`config.mk`:
```
export PLATFORM = sky130hd
export DESIGN_NAME = bew_watchdog
export DESIGN_NICKNAME = d
export VERILOG_FILES = /design/src/common/bew_pkg.sv /design/src/hdl/bew_sync.sv /design/src/hdl/bew_watchdog.sv
export SDC_FILE = /design/constraint.sdc
export NUM_CORES = 1
export LEC_CHECK = 0
export BUFFER_PORTS_ARGS = -buffer_cell sky130_fd_sc_hd__buf_4
export CORE_AREA = 3 3 110 112
export DETAILED_ROUTE_END_ITERATION = 12
export DIE_AREA = 0 0 113 115
export PLACE_DENSITY = 0.82
export SETUP_SLACK_MARGIN = 0.3
export SYNTH_ARGS = -nofsm -noshare
export SYNTH_HDL_FRONTEND = slang
export SYNTH_SLANG_ARGS = --single-unit
```
`constraint.sdc`:
```
create_clock -name pclk -period 4.4 [get_ports pclk]
set_input_delay 0.88 -clock pclk [delete_from_list [all_inputs] [get_ports pclk]]
set_output_delay 0.88 -clock pclk [all_outputs]
set_load 0.01 [all_outputs]
```
`src/common/bew_pkg.sv`:
```
`default_nettype none
package bew_pkg;
    // register byte offsets on the apb bus
    localparam logic [7:0] OFF_STATUS_LO = 8'h00;
    localparam logic [7:0] OFF_STATUS_HI = 8'h04;
    localparam logic [7:0] OFF_CTRL = 8'h08;
    localparam logic [7:0] OFF_IRQ_STAT = 8'h0c;
    localparam logic [7:0] OFF_IRQ_MASK = 8'h10;
    localparam logic [7:0] OFF_WDOG = 8'h14;
    // bit positions inside the 64-bit bank error status
    localparam int BIT_CODE10 = 10;
    localparam int BIT_CODE11 = 11;
    localparam int BIT_INIT_DRIVEN = 30;
    localparam int BIT_INIT_RECEIVED = 35;
    localparam int BIT_RESP_PARITY = 36;
    localparam int BIT_SPLIT_HARD = 37;
    localparam int BIT_RETIRE_TIMEOUT = 38;
    // interrupt status bit positions
    localparam int IRQ_INIT_DRIVEN = 0;
    localparam int IRQ_INIT_RECEIVED = 1;
    localparam int IRQ_RESP_PARITY = 2;
    localparam int IRQ_SPLIT_HARD = 3;
    localparam int IRQ_RETIRE_TIMEOUT = 4;
    localparam int IRQ_BITS = 5;
    // control register fields and reset values
    localparam int CTRL_DRIVER_EN = 0;
    localparam int CTRL_RATIO_LSB = 1;
    localparam logic [31:0] CTRL_RESET = 32'h0000_0003;
    localparam logic [63:0] STATUS_RESET = 64'h0;
    // watchdog timing
    localparam int PRESCALE_BITS = 8;
    localparam int PRESCALE_DIV = 128;
    localparam int WDOG_BITS = 15;
    // core-to-bus ratio codes
    localparam logic [1:0] RATIO_2 = 2'h0;
    localparam logic [1:0] RATIO_3 = 2'h1;
    localparam logic [1:0] RATIO_4 = 2'h2;
endpackage : bew_pkg
`default_nettype wire

```
`src/hdl/bew_sync.sv`:
```
`default_nettype none
module bew_sync
    import bew_pkg::*;
#(
    parameter int WIDTH = 1
) (
    input wire logic pclk,
    input wire logic presetn,
    input wire logic clk_en,
    input wire logic [WIDTH-1:0] din,
    output logic [WIDTH-1:0] dout
);
    logic [WIDTH-1:0] meta_q;

    always_ff @(posedge pclk or negedge presetn) begin
        if (!presetn) begin
            meta_q <= '0;
            dout <= '0;
        end else if (clk_en) begin
            meta_q <= din;
            dout <= meta_q;
        end
    end
endmodule : bew_sync
`default_nettype wire

```
`src/hdl/bew_watchdog.sv`:
```
// Function
// - set status bit 30 when this device drives bus initialisation
// - set status bit 35 when bus initialisation is received from another agent
// - set status bit 36 on a parity error over the response status pins
// - responder drives parity pin; device checks status pins against it
// - set status bit 37 on hard error response to a split transaction
// - set status bit 38 on a retirement time-out
// - time-out is the carry out of the 15-bit watchdog counter
// - retire, exception, reset or retirement bus initialisation clear the counter; here bus initialisation does not, the time-out does
// - counter advances on each carry of the divide-by-128 8-bit prescaler
// - bus clock is core clock divided by 2, 3 or 4; prescaler counts bus clocks
// - once time-out bit is set, it and its logged data stay unchanged
// - on time-out error-code bit 10 is one, all other code bits zero
// - time-out reported only while the bus initialisation driver is enabled
//
// Design decisions made here: the register offsets and the APB slave port.
`default_nettype none
module bew_watchdog
    import bew_pkg::*;
(
    input wire logic pclk,
    input wire logic presetn,
    input wire logic clk_en,
    input wire logic psel,
    input wire logic penable,
    input wire logic pwrite,
    input wire logic [7:0] paddr,
    input wire logic [31:0] pwdata,
    output logic [31:0] prdata,
    output logic pready,
    output logic pslverr,
    input wire logic bus_init_drive,
    input wire logic bus_init_signal,
    input wire logic [2:0] response_status_pins,
    input wire logic response_parity_pin,
    input wire logic response_valid,
    input wire logic split_hard_error,
    input wire logic uop_retire,
    input wire logic core_exception,
    output logic retire_timeout,
    output logic irq
);
    logic [63:0] status_q;
    logic [31:0] ctrl_q;
    logic [IRQ_BITS-1:0] irq_stat_q;
    logic [IRQ_BITS-1:0] irq_mask_q;
    logic [PRESCALE_BITS-1:0] prescale_q;
    logic [1:0] ratio_cnt_q;
    logic [WDOG_BITS-1:0] wdog_q;
    logic init_rx_s;
    logic [2:0] rs_s;
    logic rsp_s;
    logic rsp_valid_s;
    logic bus_tick;
    logic pre_carry;
    logic wdog_carry;
    logic wdog_clear;
    logic timeout_evt;
    logic parity_err;
    logic wr_acc;
    logic [IRQ_BITS-1:0] events;
    logic [1:0] ratio_max;

    // external pins are resynchronised before use
    bew_sync #(.WIDTH(6)) u_sync (
        .pclk(pclk),
        .presetn(presetn),
        .clk_en(clk_en),
        .din({bus_init_signal, response_status_pins, response_parity_pin, response_valid}),
        .dout({init_rx_s, rs_s, rsp_s, rsp_valid_s})
    );

    assign wr_acc = psel && penable && pwrite;
    assign pready = 1'b1;

    // bus clock tick derived from core clock by the programmed ratio
    always_comb begin
        case (ctrl_q[CTRL_RATIO_LSB +: 2])
            RATIO_2: ratio_max = 2'd1;
            RATIO_3: ratio_max = 2'd2;
            default: ratio_max = 2'd3;
        endcase
    end

    always_ff @(posedge pclk or negedge presetn) begin
        if (!presetn) begin
            ratio_cnt_q <= '0;
        end else if (clk_en) begin
            if (ratio_cnt_q >= ratio_max) begin
                ratio_cnt_q <= '0;
            end else begin
                ratio_cnt_q <= ratio_cnt_q + 2'd1;
            end
        end
    end
    assign bus_tick = (ratio_cnt_q >= ratio_max);

    // prescaler wraps every 128 bus clocks
    assign pre_carry = bus_tick && (prescale_q == PRESCALE_BITS'(PRESCALE_DIV - 1));

    always_ff @(posedge pclk or negedge presetn) begin
        if (!presetn) begin
            prescale_q <= '0;
        end else if (clk_en && bus_tick) begin
            if (pre_carry) begin
                prescale_q <= '0;
            end else begin
                prescale_q <= prescale_q + 1'b1;
            end
        end
    end

    assign wdog_carry = pre_carry && (&wdog_q);
    assign timeout_evt = wdog_carry && ctrl_q[CTRL_DRIVER_EN];
    assign wdog_clear = uop_retire || core_exception || timeout_evt;

    always_ff @(posedge pclk or negedge presetn) begin
        if (!presetn) begin
            wdog_q <= '0;
        end else if (clk_en) begin
            if (wdog_clear) begin
                wdog_q <= '0;
            end else if (pre_carry) begin
                wdog_q <= wdog_q + 1'b1;
            end
        end
    end

    // even parity over the three status pins plus the parity pin
    assign parity_err = rsp_valid_s && ^{rs_s, rsp_s};

    assign events[IRQ_INIT_DRIVEN] = bus_init_drive;
    assign events[IRQ_INIT_RECEIVED] = init_rx_s;
    assign events[IRQ_RESP_PARITY] = parity_err;
    assign events[IRQ_SPLIT_HARD] = split_hard_error;
    assign events[IRQ_RETIRE_TIMEOUT] = timeout_evt;

    always_ff @(posedge pclk or negedge presetn) begin
        if (!presetn) begin
            status_q <= STATUS_RESET;
        end else if (clk_en) begin
            if (timeout_evt && !status_q[BIT_RETIRE_TIMEOUT]) begin
                status_q[BIT_RETIRE_TIMEOUT] <= 1'b1;
                status_q[15:0] <= 16'h0400;
            end else if (!status_q[BIT_RETIRE_TIMEOUT]) begin
                if (wr_acc && paddr == OFF_STATUS_LO) begin
                    status_q[31:0] <= status_q[31:0] & pwdata;
                end else if (wr_acc && paddr == OFF_STATUS_HI) begin
                    status_q[63:32] <= status_q[63:32] & pwdata;
                end
                if (bus_init_drive) begin
                    status_q[BIT_INIT_DRIVEN] <= 1'b1;
                end
                if (init_rx_s) begin
                    status_q[BIT_INIT_RECEIVED] <= 1'b1;
                end
                if (parity_err) begin
                    status_q[BIT_RESP_PARITY] <= 1'b1;
                end
                if (split_hard_error) begin
                    status_q[BIT_SPLIT_HARD] <= 1'b1;
                    status_q[BIT_CODE11] <= 1'b1;
                end
            end else if (wr_acc && paddr == OFF_STATUS_HI && !pwdata[BIT_RETIRE_TIMEOUT-32]) begin
                // logged record frozen until software clears the time-out bit
                status_q <= STATUS_RESET;
            end
        end
    end

    always_ff @(posedge pclk or negedge presetn) begin
        if (!presetn) begin
            ctrl_q <= CTRL_RESET;
            irq_mask_q <= '0;
        end else if (clk_en && wr_acc) begin
            if (paddr == OFF_CTRL) begin
                ctrl_q <= pwdata;
            end else if (paddr == OFF_IRQ_MASK) begin
                irq_mask_q <= pwdata[IRQ_BITS-1:0];
            end
        end
    end

    // sticky interrupt status, write one to clear, set wins
    always_ff @(posedge pclk or negedge presetn) begin
        if (!presetn) begin
            irq_stat_q <= '0;
        end else if (clk_en) begin
            if (wr_acc && paddr == OFF_IRQ_STAT) begin
                irq_stat_q <= (irq_stat_q & ~pwdata[IRQ_BITS-1:0]) | events;
            end else begin
                irq_stat_q <= irq_stat_q | events;
            end
        end
    end

    always_ff @(posedge pclk or negedge presetn) begin
        if (!presetn) begin
            irq <= 1'b0;
            retire_timeout <= 1'b0;
        end else if (clk_en) begin
            irq <= |(irq_stat_q & irq_mask_q);
            retire_timeout <= timeout_evt;
        end
    end

    always_comb begin
        pslverr = 1'b0;
        prdata = 32'h0;
        if (psel && !pwrite) begin
            if (paddr == OFF_STATUS_LO) begin
                prdata = status_q[31:0];
            end else if (paddr == OFF_STATUS_HI) begin
                prdata = status_q[63:32];
            end else if (paddr == OFF_CTRL) begin
                prdata = ctrl_q;
            end else if (paddr == OFF_IRQ_STAT) begin
                prdata = 32'(irq_stat_q);
            end else if (paddr == OFF_IRQ_MASK) begin
                prdata = 32'(irq_mask_q);
            end else if (paddr == OFF_WDOG) begin
                prdata = 32'(wdog_q);
            end else begin
                pslverr = psel && penable;
            end
        end else if (psel && penable && !(paddr == OFF_STATUS_LO || paddr == OFF_STATUS_HI
                || paddr == OFF_CTRL || paddr == OFF_IRQ_STAT || paddr == OFF_IRQ_MASK)) begin
            pslverr = 1'b1;
        end
    end

    // the prescaler must be wide enough for its divide ratio
    if (PRESCALE_DIV > (1 << PRESCALE_BITS) || WDOG_BITS < 1) begin : g_bad_sizes
        $error("prescaler or watchdog sizes unsupported");
    end
endmodule : bew_watchdog
`default_nettype wire

```
==> out/results.tsv <==
stage	metric	value	unit
clock_tree	postCtsSetupRepairBufs	0	
critical_path	cp.required	3.52	ns
routing	vias	5701	
logic_synthesis	synth_edf_count	0	
sta	fin_skew	0.00612	ns
routing	drt-initial-drc-count	590	
routing	drcViolationCount	0	
critical_path	start_kind	input pin	
critical_path	r2r_start	ctrl_q[1]	
critical_path	cp.arrival	3.07	ns
routing	dr.pass1.iters	7	
logic_synthesis	syn_area	6950	sq um
outcome	outcome	finished clean	
pwr	total_power	3.28	mW
floorplanning	die_area	13000	sq um
routing	antenna_left	0	
sta	tightest_slew	0.927	ns
critical_path	crit_fanout	29	
placement	pre_cts_ws	0.494	ns
sta	finalHoldViolations	0	
critical_path	crit_end	prdata[14]	
sta	setup_ws	0.452	ns
clock_tree	cts-htree-levels	4	
logic_synthesis	synth_nets	692	
critical_path	rr_worst_depth	7	
grt	grt_pass1_vias	5863	
floorplanning	fp-row-count	39	
final_layout	area_growth	20.3	%
routing	wl	18400	microns
final_layout	nNetsFinal	772	
logic_synthesis	synth.largest_area_cell	dfrtp_1	
critical_path	max_stage_delay	0.74	ns
logic_synthesis	syn_area_per_cell	11.0	sq um
logic_synthesis	ys_seq_area_share	52.2	%
clock_tree	cts_buffers	17	
routing	wire_per_inst	21.1	microns
logic_synthesis	ys_warn_count	0	
logic_synthesis	synth_top_area_share	51.5	%
sta	period_share	89.7	%
sta	fmax	253	MHz
hold_path	hold_path.class	reg2reg	
routing	avgViaCountPerCell	6.57	
pwr	ir_drop	0.502	mV
clock_tree	clkLatencyLatePin	0.43	ns
placement	hpwl	12200	microns
floorplanning	die_y	115	microns
final_layout	drive_gt1_share	28.0	%
grt	grt_first_pass_wirelength	29800	microns
logic_synthesis	netlist_instances	632	
logic_synthesis	async_flop_share	100	%
critical_path	crit_chain	buf_4 > or4_1 > nor3_1 > buf_4 > and3_1 > buf_12 > a222oi_1 > a21oi_1 > buf_4	
logic_synthesis	synth_flop_cell	dfrtp_1	
run	drv_cap	0	
sta	drv_slew	0	
sta	setup-tns-final	0	ns
clock_tree	cts_resized	0	
final_layout	diodes	0	
clock_tree	cts_max_path_buffers	2	
placement	port-buffer-count	90	
clock_tree	cts.sink_count	145	
logic_synthesis	synth_cell_type_count	59	
sta	setup_viol	0	
grt	grt_usage	29.6	%
floorplanning	coreArea	11300	sq um
clock_tree	root_buffer	clkbuf_16	
pwr	p_leak	4.16	nW
sta	max-slew-margin-rel	38.2	%
critical_path	crit_top_cell	buf_4	
sta	rsz0062_at_grt	no	
sta	fin_crit	3.95	ns
clock_tree	clk_pin_slew	0.06	ns
critical_path	crit_type	in2out	
grt	grt_max_degree	93	
critical_path	r2r-end	status_q[52]	
logic_synthesis	synth-seq-cells	145	
placement	routabilityCongestion	1.02	
final_layout	fin_util	73.9	%
clock_tree	ctsHoldBuffers	0	
clock_tree	cts_tree	yes	
grt	antenna_found_initial	0	
floorplanning	start_util	61.4	%
floorplanning	pin_count	92	
critical_path	crit_path_end_kind	output port	
pwr	powerDensity	392	nW/um^2
critical_path	worstSetupStartpoint	paddr[4]	
critical_path	cpMaxStageDelayCell	or4_1	
critical_path	rrSetupSlack	1.53	ns
floorplanning	fp.dieW	113	microns
logic_synthesis	synthTopCellsByArea	dfrtp_1, mux2_2, o211a_1	
grt	grt.overflow.total	0	
-- worst min path at each step --
stage,slack (ns),cells past startpoint,startpoint,end
6_report,0.49,1,ratio_cnt_q[1],ratio_cnt_q[1]
5_1_grt,0.51,1,ctrl_q[30],ctrl_q[30]
4_1_cts,0.50,1,prescale_q[2],prescale_q[2]
3_5_place_dp,0.48,1,prescale_q[2],prescale_q[2]
3_3_place_gp,0.47,1,ctrl_q[9],ctrl_q[9]
2_1_floorplan,0.46,1,prescale_q[2],prescale_q[2]
-- per-stage QoR --
stage               instance area [sq um]  std cells  hold WS [ns]
finish                               8360        868         0.492
global placement                     7730        836         0.474
floorplan                            6950        632         0.458
CTS                                  8360        868         0.496
detailed placement                   7730        836         0.479
global route                         8360        868         0.509
-- power by group --
group	switching [mW]	internal, mW
logic	0.192	0.129
registers	0.0504	1.39
clock network	0.560	0.956
-- kinds of logic after synthesis --
group	after synthesis	share of synthesized area, %
other	1	0.0539
adder cells (fa/ha/maj)	4	0.720
buffers and inverters	58	3.62
XOR/XNOR	14	1.76
AND/OR/NAND/NOR	182	13.1
multiplexers	55	8.89
AO/OA/AOI/OAI	173	19.7
flip-flops	145	52.2
-- area by class of cell --
type                            count  area [sq um]
Sequential cell                   145          3630
Multi-Input combinational cell    429          3080
Fill cell                         813          2960
Timing Repair Buffer              102           782
Clock buffer                       21           480
Tap cell                          143           179
Clock inverter                     11           151
Inverter                           17          63.8
-- cells in the mapped netlist, types with 3 or more instances --
library cell and count:
dfrtp_1 143, nor2_1 60, mux2_2 51, o211a_1 46, nand2_1 44, o21ai_0 34, a222oi_1 27, clkbuf_1 27
a21oi_1 26, inv_1 16, nand3_1 14, nand4_1 10, buf_2 9, xnor2_1 8, a31oi_1 7, nor3_1 7
xor2_1 6, a22o_1 5, nand2b_1 5, nor4_1 5, a221oi_1 4, and2_1 4, and3_1 4, and4_1 4
ha_1 4, or2_2 4, or3_1 4, or4_1 4, a21o_1 3, a22oi_1 3, mux2_1 3, nor2b_1 3
o41ai_1 3
-- critical path: cells and delay by family --
family | cells | cell delay, ns
and+or+nand+nor | 3 | 1.16
buffers and inverters | 4 | 0.65
AOI/OAI and AO/OA | 2 | 0.37
-- metal layers --
| metal | vias up | GRT usage [%] | part of all wire [%] |
|---|---|---|---|
| met5 | - | 0 | 0 |
| met4 | 0 | 13.8 | 2.2 |
| met3 | 40 | 8.21 | 9.0 |
| met2 | 296 | 49.5 | 51 |
| met1 | 2832 | 36.0 | 38 |
| li1 | 2533 | - | - |
-- layout by cell type (no fill, tap or decap), types with 3 or more instances in the layout --
cell type,synthesis,layout
dfrtp_1,143,143
a21oi_1,26,26
nor2b_1,3,3
and3_1,4,4
nand2b_1,5,5
nor2_1,60,58
a21o_1,3,3
xor2_1,6,6
clkinv_4,0,3
nand3_1,14,14
nor4_1,5,5
ha_1,4,4
o41ai_1,3,3
nand4_1,10,10
o211a_1,46,46
or2_2,4,4
o21ai_0,34,34
a222oi_1,27,27
a221oi_1,4,4
or4_1,4,4
bufinv_16,0,3
a22oi_1,3,3
and2_1,4,4
clkbuf_16,0,17
buf_4,2,100
clkbuf_8,0,4
and4_1,4,4
or3_1,4,4
a22o_1,5,5
inv_1,16,16
nor3_1,7,7
a31oi_1,7,7
nand2_1,44,44
mux2_2,51,51
mux2_1,3,3
xnor2_1,8,8
-- flip-flops by register name (all words and copies together), names as in the netlist --
signal,flops
status_q,64
ctrl_q,32
wdog_q,15
prescale_q,8
u_sync.dout,6
u_sync.meta_q,6
irq_mask_q,5
irq_stat_q,5
ratio_cnt_q,2
irq,1
retire_timeout,1
Power figures use the tool's default switching activity.
